### config.mk
export PLATFORM = sky130hd
export DESIGN_NAME = timer_event_irq_enable_ctrl
export DESIGN_NICKNAME = d
export VERILOG_FILES = /design/src/inc/evt_ctrl_pkg.sv /design/src/core/event_in_cond.sv /design/src/core/event_out_gate.sv /design/src/core/timer_event_irq_enable_ctrl.sv
export SDC_FILE = /design/constraint.sdc
export NUM_CORES = 1
export LEC_CHECK = 0
export ABC_AREA = 1
export ABC_CLOCK_PERIOD_IN_PS = 3050
export BUFFER_PORTS_ARGS = -buffer_cell sky130_fd_sc_hd__buf_4
export CAP_MARGIN = 5
export CELL_PAD_IN_SITES_DETAIL_PLACEMENT = 0
export CELL_PAD_IN_SITES_GLOBAL_PLACEMENT = 1
export CORE_ASPECT_RATIO = 1.5
export CORE_UTILIZATION = 36
export CTS_CLUSTER_DIAMETER = 120
export DETAILED_ROUTE_END_ITERATION = 10
export PLACE_DENSITY_LB_ADDON = 0.1
export SYNTH_ARGS = -nofsm -noshare
export SYNTH_HDL_FRONTEND = slang
export SYNTH_SLANG_ARGS = --single-unit
export TNS_END_PERCENT = 20
### constraint.sdc
create_clock -name clk -period 3.05 [get_ports clk]
set_input_delay 0.1525 -clock clk [delete_from_list [all_inputs] [get_ports clk]]
set_output_delay 0.1525 -clock clk [all_outputs]
set_load 0.02 [all_outputs]
### src/inc/evt_ctrl_pkg.sv
`default_nettype none
package evt_ctrl_pkg;

	// ------------------------------------------------------------
	// Register map (byte addresses, word aligned)
	// ------------------------------------------------------------
	localparam logic [7:0] EVCTL_OFS = 8'h20;
	localparam logic [7:0] IEN_CLR_OFS = 8'h24;
	localparam logic [7:0] IEN_SET_OFS = 8'h28;
	localparam logic [31:0] EVCTL_RST = 32'h00000000;
	localparam logic [31:0] EVCTL_MASK = 32'h0000F7FF;
	localparam logic [31:0] IEN_RST = 32'h00000000;
	localparam logic [31:0] IEN_MASK = 32'h000FF80F;

	// ------------------------------------------------------------
	// Event control field positions
	// ------------------------------------------------------------
	localparam int EV_IN_EN_LSB = 14;
	localparam int EV_IN_INV_LSB = 12;
	localparam int CYC_EO_BIT = 10;
	localparam int RETRIG_EO_BIT = 9;
	localparam int WRAP_EO_BIT = 8;
	localparam int CYC_SEL_LSB = 6;
	localparam int ACT1_LSB = 3;
	localparam int ACT0_LSB = 0;

	// ------------------------------------------------------------
	// Modes and action codes
	// ------------------------------------------------------------
	typedef enum logic [1:0] {
		PT_BEGIN = 2'h0,
		PT_END = 2'h1,
		PT_BETWEEN = 2'h2,
		PT_BOUNDARY = 2'h3
	} cycle_point_t;

	localparam logic [2:0] ACT_OFF = 3'h0;
	localparam logic [2:0] ACT_RETRIG = 3'h1;
	localparam logic [2:0] ACT0_COUNT_EV = 3'h2;
	localparam logic [2:0] ACT0_START = 3'h3;
	localparam logic [2:0] ACT0_INC = 3'h4;
	localparam logic [2:0] ACT0_COUNT_ASYNC = 3'h5;
	localparam logic [2:0] ACT0_RSVD = 3'h6;
	localparam logic [2:0] ACT1_DIR = 3'h2;
	localparam logic [2:0] ACT1_STOP = 3'h3;
	localparam logic [2:0] ACT1_DECR = 3'h4;
	localparam logic [2:0] ACT1_CAP_PW = 3'h5;
	localparam logic [2:0] ACT1_CAP_WP = 3'h6;
	localparam logic [2:0] ACT_FAULT = 3'h7;

	// Counter core status pulses feeding the output side
	typedef struct packed {
		logic cycle_begin;
		logic cycle_end;
		logic first_cycle;
		logic last_cycle;
		logic retrigger;
		logic wrap;
	} counter_status_t;

	// Decoded actions towards the counter core
	typedef struct packed {
		logic retrigger;
		logic start;
		logic stop;
		logic count_on_event;
		logic increment;
		logic decrement_on_event;
		logic dir_level;
		logic count_level;
		logic period_then_width_capture;
		logic width_then_period_capture;
		logic [1:0] hard_fault;
	} evt_action_t;

	typedef struct packed {
		logic cycle;
		logic retrigger;
		logic wrap;
	} evt_out_t;

endpackage
`default_nettype wire

### src/core/event_in_cond.sv
`timescale 1ns/10ps
`default_nettype none
module event_in_cond (
	input wire logic clk,
	input wire logic nrst,
	input wire logic raw,
	input wire logic enable,
	input wire logic invert,
	output logic level_q,
	output logic rise_q
);
	logic cond;
	logic level_d;
	logic rise_d;

	always_comb begin
		cond = enable & (raw ^ invert);
		level_d = cond;
		rise_d = cond & ~level_q;
	end

	always_ff @(posedge clk) begin
		if (!nrst) begin
			level_q <= 1'b0;
			rise_q <= 1'b0;
		end else begin
			level_q <= level_d;
			rise_q <= rise_d;
		end
	end
endmodule
`default_nettype wire

### src/core/event_out_gate.sv
`timescale 1ns/10ps
`default_nettype none
module event_out_gate (
	input wire logic clk,
	input wire logic nrst,
	input wire logic enable,
	input wire logic hit,
	output logic evt_q
);
	logic evt_d;

	always_comb begin
		evt_d = enable & hit;
	end

	always_ff @(posedge clk) begin
		if (!nrst) begin
			evt_q <= 1'b0;
		end else begin
			evt_q <= evt_d;
		end
	end
endmodule
`default_nettype wire

### src/core/timer_event_irq_enable_ctrl.sv
`timescale 1ns/10ps
`default_nettype none
module timer_event_irq_enable_ctrl (
	input wire logic clk,
	input wire logic nrst,
	input wire logic [7:0] address,
	input wire logic read,
	input wire logic write,
	input wire logic [3:0] byteenable,
	input wire logic [31:0] writedata,
	output logic [31:0] readdata,
	output logic waitrequest,
	input wire logic [1:0] event_in,
	input wire evt_ctrl_pkg::counter_status_t status,
	output evt_ctrl_pkg::evt_action_t action,
	output evt_ctrl_pkg::evt_out_t event_out,
	output logic cycle_irq_point,
	output logic [31:0] irq_enable
);
	import evt_ctrl_pkg::*;

	// ------------------------------------------------------------
	// Bus slave
	// ------------------------------------------------------------
	// Every access waits exactly one cycle; readdata is built in the
	// waiting cycle so it can come from a flop.
	logic wait_q, wait_d;
	logic [31:0] rdata_q, rdata_d;
	logic [31:0] evctl_q, evctl_d;
	logic [31:0] ien_q, ien_d;
	logic [31:0] wmask;
	logic [31:0] wbits;
	logic wr_go;

	always_comb begin
		wmask = {{8{byteenable[3]}}, {8{byteenable[2]}},
			{8{byteenable[1]}}, {8{byteenable[0]}}};
		wr_go = write & ~wait_q;
		wbits = writedata & wmask & IEN_MASK;
		wait_d = ~((read | write) & wait_q);
		rdata_d = rdata_q;
		if (read & wait_q) begin
			case (address)
				EVCTL_OFS: rdata_d = evctl_q;
				IEN_CLR_OFS: rdata_d = ien_q;
				IEN_SET_OFS: rdata_d = ien_q;
				default: rdata_d = 32'h00000000;
			endcase
		end
		evctl_d = evctl_q;
		ien_d = ien_q;
		if (wr_go) begin
			case (address)
				EVCTL_OFS: evctl_d = ((evctl_q & ~wmask) | (writedata & wmask)) & EVCTL_MASK;
				IEN_CLR_OFS: ien_d = ien_q & ~wbits;
				// Set and clear sit at different offsets, so one access never does both
				IEN_SET_OFS: ien_d = ien_q | wbits;
				default: ien_d = ien_q;
			endcase
		end
	end

	always_ff @(posedge clk) begin
		if (!nrst) begin
			wait_q <= 1'b1;
			rdata_q <= 32'h00000000;
			evctl_q <= EVCTL_RST;
			ien_q <= IEN_RST;
		end else begin
			wait_q <= wait_d;
			rdata_q <= rdata_d;
			evctl_q <= evctl_d;
			ien_q <= ien_d;
		end
	end

	assign waitrequest = wait_q;
	assign readdata = rdata_q;
	assign irq_enable = ien_q;

	// ------------------------------------------------------------
	// Input side
	// ------------------------------------------------------------
	logic [1:0] lvl;
	logic [1:0] rise;
	logic [2:0] code0, code1;
	logic inputs_off;

	for (genvar i = 0; i < 2; i++) begin : g_in
		event_in_cond u_cond (
			.clk(clk),
			.nrst(nrst),
			.raw(event_in[i]),
			.enable(evctl_q[EV_IN_EN_LSB + i]),
			.invert(evctl_q[EV_IN_INV_LSB + i]),
			.level_q(lvl[i]),
			.rise_q(rise[i])
		);
	end

	evt_action_t act_q, act_d;

	always_comb begin
		code0 = evctl_q[ACT0_LSB +: 3];
		code1 = evctl_q[ACT1_LSB +: 3];
		inputs_off = ~evctl_q[EV_IN_EN_LSB] & ~evctl_q[EV_IN_EN_LSB + 1];
		// Edges come from the conditioned line, so flipping the invert bit
		// while a line is steady is itself seen as an event when it takes the conditioned line high.
		act_d = '0;
		case (code0)
			ACT_RETRIG: act_d.retrigger = rise[0];
			ACT0_COUNT_EV: act_d.count_on_event = rise[0];
			ACT0_START: act_d.start = rise[0];
			ACT0_INC: act_d.increment = rise[0];
			ACT0_COUNT_ASYNC: act_d.count_level = lvl[0];
			ACT_FAULT: act_d.hard_fault[0] = rise[0];
			default: act_d.count_level = 1'b0;
		endcase
		case (code1)
			ACT_RETRIG: act_d.retrigger = act_d.retrigger | rise[1];
			ACT1_DIR: act_d.dir_level = lvl[1];
			ACT1_STOP: act_d.stop = rise[1];
			ACT1_DECR: act_d.decrement_on_event = rise[1];
			ACT1_CAP_PW: act_d.period_then_width_capture = rise[1];
			ACT1_CAP_WP: act_d.width_then_period_capture = rise[1];
			ACT_FAULT: act_d.hard_fault[1] = rise[1];
			default: act_d.dir_level = 1'b0;
		endcase
	end

	always_ff @(posedge clk) begin
		if (!nrst) begin
			act_q <= '0;
		end else begin
			act_q <= act_d;
		end
	end

	assign action = act_q;

	// ------------------------------------------------------------
	// Output side
	// ------------------------------------------------------------
	// BETWEEN marks the seam of two cycles, so the last end is skipped.
	cycle_point_t sel;
	logic hit;
	logic hit_q;

	always_comb begin
		sel = cycle_point_t'(evctl_q[CYC_SEL_LSB +: 2]);
		case (sel)
			PT_BEGIN: hit = status.cycle_begin;
			PT_END: hit = status.cycle_end;
			PT_BETWEEN: hit = status.cycle_end & ~status.last_cycle;
			PT_BOUNDARY: hit = (status.cycle_begin & status.first_cycle)
				| (status.cycle_end & status.last_cycle);
			default: hit = 1'b0;
		endcase
	end

	always_ff @(posedge clk) begin
		if (!nrst) begin
			hit_q <= 1'b0;
		end else begin
			hit_q <= hit;
		end
	end

	assign cycle_irq_point = hit_q;

	event_out_gate u_cyc (
		.clk(clk),
		.nrst(nrst),
		.enable(evctl_q[CYC_EO_BIT]),
		.hit(hit),
		.evt_q(event_out.cycle)
	);
	event_out_gate u_trg (
		.clk(clk),
		.nrst(nrst),
		.enable(evctl_q[RETRIG_EO_BIT]),
		.hit(status.retrigger),
		.evt_q(event_out.retrigger)
	);
	event_out_gate u_wrap (
		.clk(clk),
		.nrst(nrst),
		.enable(evctl_q[WRAP_EO_BIT]),
		.hit(status.wrap),
		.evt_q(event_out.wrap)
	);
endmodule
`default_nettype wire

Word-level counts from Yosys, hierarchy flattened
Cells that the tools add are included.
{"block": "totals", "reg_bits": 100, "in_bits": 56}
{"block": "classes", "reduce_logical": 16, "muxes": 5, "n_eq_ne": 19, "n_bitwise": 30}
{"cell": "$pmux W32 S2", "n": 2}
{"cell": "$and A32 B32 Y32", "n": 1}
{"cell": "$not A20 Y32", "n": 1}
{"cell": "$or A32 B20 Y32", "n": 1}
{"cell": "$reduce_and A2 Y1", "n": 13}
{"cell": "$eq A8 B6 Y1 const B", "n": 3}
{"cell": "$eq A3 B3 Y1 const B", "n": 7}
{"cell": "$and A20 B20 Y20", "n": 1}
{"cell": "$and A16 B16 Y16", "n": 1}
{"cell": "$not A16 Y16", "n": 1}
{"cell": "$or A16 B16 Y16", "n": 1}
{"cell": "$and A1 B1 Y1", "n": 13}
{"cell": "$eq A3 B2 Y1 const B", "n": 4}
{"cell": "$eq A3 B1 Y1 const B", "n": 2}
{"cell": "$not A1 Y1", "n": 5}
{"cell": "$eq A2 B2 Y1 const B", "n": 2}
{"cell": "$pmux W1 S4", "n": 1}
{"cell": "$or A1 B1 Y1", "n": 3}
{"cell": "$eq A2 B1 Y1 const B", "n": 1}
{"cell": "$logic_not A2 Y1", "n": 1}
{"cell": "$mux W1", "n": 2}
{"cell": "$reduce_bool A2 Y1", "n": 1}
{"cell": "$reduce_or A2 Y1", "n": 1}
{"cell": "$xor A1 B1 Y1", "n": 2}

Longest topological paths before layout
{"block": "depth", "depth_word": 4, "ltp_mapped": 9, "depth_no_buf": 8}

Hierarchy
A second synthesis with hierarchy kept.
{"block": "hier_totals", "hier_cells": 458, "hier_area_um2": 3256.9}
{"module": "timer_event_irq_enable_ctrl", "instances": 1, "area_per_inst_um2": 2990.4, "cells_each": 424, "seq_area_each_um2": 1241.2}
{"module": "event_in_cond", "instances": 2, "area_per_inst_um2": 82.6, "cells_each": 11, "seq_area_each_um2": 40.0}
{"module": "event_out_gate", "instances": 3, "area_per_inst_um2": 33.8, "cells_each": 4, "seq_area_each_um2": 20.0}

Least setup slack after synthesis
No wires, ideal clock.
{"block": "synth_timing", "path_type": "register to register", "startpoint": "reg wait_q (netlist: waitrequest)", "endpoint": "reg rdata_q[13] (netlist: readdata[13])", "setup_time_ns": 0.070, "synth_period_minus_slack_ns": 1.193, "path_stages_with_launch": 6, "arrival_time_ns": 1.123, "setup_slack_ns": 1.857, "path_cell_list": "dfxtp_1 -> nand2_2 -> inv_1 -> buf_2 -> o21ai_0 -> a21oi_1"}
{"block": "synth_via", "elab_chain_cells": 1}
{"element": "start: declaration", "line_no": "timer_event_irq_enable_ctrl.sv:27", "text": "logic wait_q, wait_d;"}
{"element": "start signal: assignment", "line_no": "timer_event_irq_enable_ctrl.sv:70", "text": "wait_q <= wait_d;"}
{"element": "$and A1 B1 Y1", "line_no": "timer_event_irq_enable_ctrl.sv:42", "text": "if (read & wait_q) begin"}
{"element": "end signal: assignment", "line_no": "timer_event_irq_enable_ctrl.sv:71", "text": "rdata_q <= rdata_d;"}
{"element": "end: declaration", "line_no": "timer_event_irq_enable_ctrl.sv:28", "text": "logic [31:0] rdata_q, rdata_d;"}
Every way passes these cells.
A chain may end at the register's enable or synchronous reset.

Worst setup path in the final report
{"block": "layout_timing", "startpoint": "reg wait_q (netlist: waitrequest)", "endpoint": "reg rdata_q[9] (netlist: readdata[9])"}
Same word-level chain as after synthesis.

==> run_results.csv <==
group,metric,value,unit
sta,hold_violations,0,
place,port_buffers,92,
place,pre_cts_ws,1.21,ns
sta,worst_slack,1.20,ns
detailed_routing,wl_per_cell,12.8,µm
worst_hold_path,hold_path_class,"in2reg",
cells_and_area,layout_common_cells,"nand2_1, buf_4, dfxtp_1, inv_1, a21oi_1",
global_route,grt_max_degree,52,
cells_and_area,syn_to_final_growth,25.7,%
cells_and_area,fin_nets,586,
clock_network,numCtsBuffers,9,
sta,fmax,0.541,GHz
detailed_routing,first_pass_iters,4,
detailed_routing,vias,3045,
detailed_routing,viasPerCell,4.72,
cells_and_area,diodes,0,
sta,min_period_over_period,60.6,%
logic_synthesis,synthMuxAreaShare,0,%
worst_setup_path,cp-end-kind,"flip-flop",
worst_setup_path,critPathSlowestCell,"inv_1",
place,post_dp_cell_area,3830,µm²
sta,clock_skew,0.00321,ns
place,hpwl,5640,µm
die,ios,137,
logic_synthesis,netlist_instances,452,
logic_synthesis,synth_adder_area_share,0,%
sta,slew_violations,0,
worst_setup_path,start_kind,"flip-flop",
clock_network,cts-resized-gates,0,
detailed_routing,ant_nets,0,
clock_network,clk_path_buf_depth,2,
power,peakVddDrop,0.348,mV
power,p_leak,0.00191,µW
die,die_x,80.0,µm
worst_setup_path,crit_arrival,2.10,ns
clock_network,cts.sinks,69,
worst_setup_path,slowest_delay,0.77,ns
detailed_routing,first_iter_violations,154,
worst_setup_path,crit_family,"buffers and inverters",
logic_synthesis,yosysWarningCount,0,
worst_setup_path,required,3.30,ns
cells_and_area,final_cell_area,4130,µm²
clock_network,insertion_delay,0.33,ns
logic_synthesis,synth-compound-area-share,9.68,%
sta,setup_viol,0,
clock_network,h-tree-depth,3,
global_route,gr-total-overflow,0,
die,start_util,37.2,%
logic_synthesis,synthDistinctLibCells,25,
global_route,grt_pass1_wl,13100,µm
global_route,grt_pass1_vias,2703,
logic_synthesis,ys_ff_latch,69,
worst_setup_path,setup.worst_path.class,"reg2reg",
place,place_congestion,0.757,
clock_network,postCtsSetupBuffers,0,
clock_network,cts_hold_buf,0,
die,std_cell_rows,42,
sta,post-route-min-period,1.85,ns
logic_synthesis,syn_area,3280,µm²
detailed_routing,drc,0,
worst_setup_path,path_cells,"nand2_2 -> inv_1 -> o21ai_0 -> a21oi_1",
die,core-area,8830,µm²
die,die-area,9510,µm²
sta,rsz0062_at_grt,"no",
sta,worstMarginPinSlew,0.990,ns
detailed_routing,routed_wl,8230,µm
worst_setup_path,path_buf_inv,1,
logic_synthesis,syn-mean-instance-area,7.26,µm²
logic_synthesis,synth_xor_area_share,0,%
run_status,outcome,"finished, final reports clean",
cells_and_area,final.fill_count,934,
logic_synthesis,synth-simple-area-share,29.2,%
global_route,antenna_found_initial,0,
flow_run,maxCapViolations,0,
die,die_y,119,µm
cells_and_area,layout-drive-gt1-share,23.2,%
power,powerDensity,529,nW/µm²
sta,relSlewSlack,33.9,%
sta,fin_setup_tns,0,ns
worst_setup_path,worstPathMaxFanout,32,
logic_synthesis,ys_seq_area_share,42.1,%
clock_network,cts_root_buffer,"clkbuf_16",
logic_synthesis,synth_top_family_by_area,"simple AND/OR/NAND/NOR gates",
global_route,grt_usage,18.1,%
clock_network,cts_tree,"done",
clock_network,path_clk_slew,0.06,ns
## logic make-up after synthesis
| group | count (synthesis) |
|---|---|
| AND/OR/NAND/NOR | 203 |
| flip-flops | 69 |
| buffers and inverters | 116 |
| other | 1 |
| AO/OA/AOI/OAI | 63 |
## metal layers
metal | share of wire, % | GRT usage [%] | vias to the layer above
met5 | 0 | 0 | -
met2 | 50 | 31.3 | 102
li1 | - | - | 1545
met3 | 4.8 | 3.37 | 12
met4 | 1.9 | 9.04 | 0
met1 | 43 | 20.9 | 1386
## worst reg2reg max path, cell delays in order (launching register included)
cell and delay (ns):
dfxtp_1 0.42, nand2_2 0.20, inv_1 0.78, o21ai_0 0.21
a21oi_1 0.16
## power breakdown
group          total (µW)  internal, µW  leakage [µW]  switching, µW
Sequential            933           922      0.000560           10.9
Clock                1020           631      0.000138            385
Combinational         235          81.4       0.00121            153
## cell type report
cell class | instances | area [µm²] | area share [%]
multi-input combinational | 297 | 1390 | 33.7
sequential | 69 | 1380 | 33.5
timing repair buffer | 93 | 698 | 16.9
clock buffer | 10 | 229 | 5.55
inverter | 60 | 225 | 5.46
tap | 110 | 138 | 3.33
clock inverter | 6 | 63.8 | 1.55
## metrics by stage
step | util, % | hold slack [ns] | instances | power, µW
final | 46.8 | 0.0251 | 645 | 2180
after global routing | 46.8 | 0.0287 | 645 | 2270
after CTS | 46.8 | 0.0132 | 645 | 2210
after detailed placement | 43.4 | 0.368 | 629 | 1190
after global placement | 43.4 | 0.364 | 629 | 1180
after floorplan | - | 0.268 | 482 | 1120
## cells in the mapped netlist
library cell / instances / area share (%)
a21oi_1: 37 / 5.6
buf_2: 11 / 1.7
buf_4: 36 / 8.2
buf_6: 5 / 1.7
clkbuf_1: 4 / 0.46
clkinv_1: 1 / 0.11
conb_1: 1 / 0.11
dfxtp_1: 69 / 42
inv_1: 59 / 6.7
nand2_1: 93 / 11
nand2_2: 5 / 0.95
nand3_1: 18 / 2.7
nand3_2: 1 / 0.30
nand3_4: 1 / 0.53
nand4_1: 32 / 6.1
nor2_1: 35 / 4.0
nor2_2: 4 / 0.76
nor2_4: 2 / 0.69
nor2_8: 1 / 0.61
nor3_1: 6 / 0.91
nor4_1: 3 / 0.57
o211ai_1: 1 / 0.23
o21ai_0: 24 / 3.7
o21ai_1: 1 / 0.15
or2_2: 2 / 0.38
## final timing paths
path	from	to	slack [ns]	cells after the start
max	waitrequest	readdata[9]	1.20	4
min reg2reg	g_in[1].u_cond.level_q	g_in[1].u_cond.rise_q	0.42	1
min	write	waitrequest	0.03	2
max reg2reg	waitrequest	readdata[9]	1.20	4
Note: power is estimated with default switching activity, not from simulation.
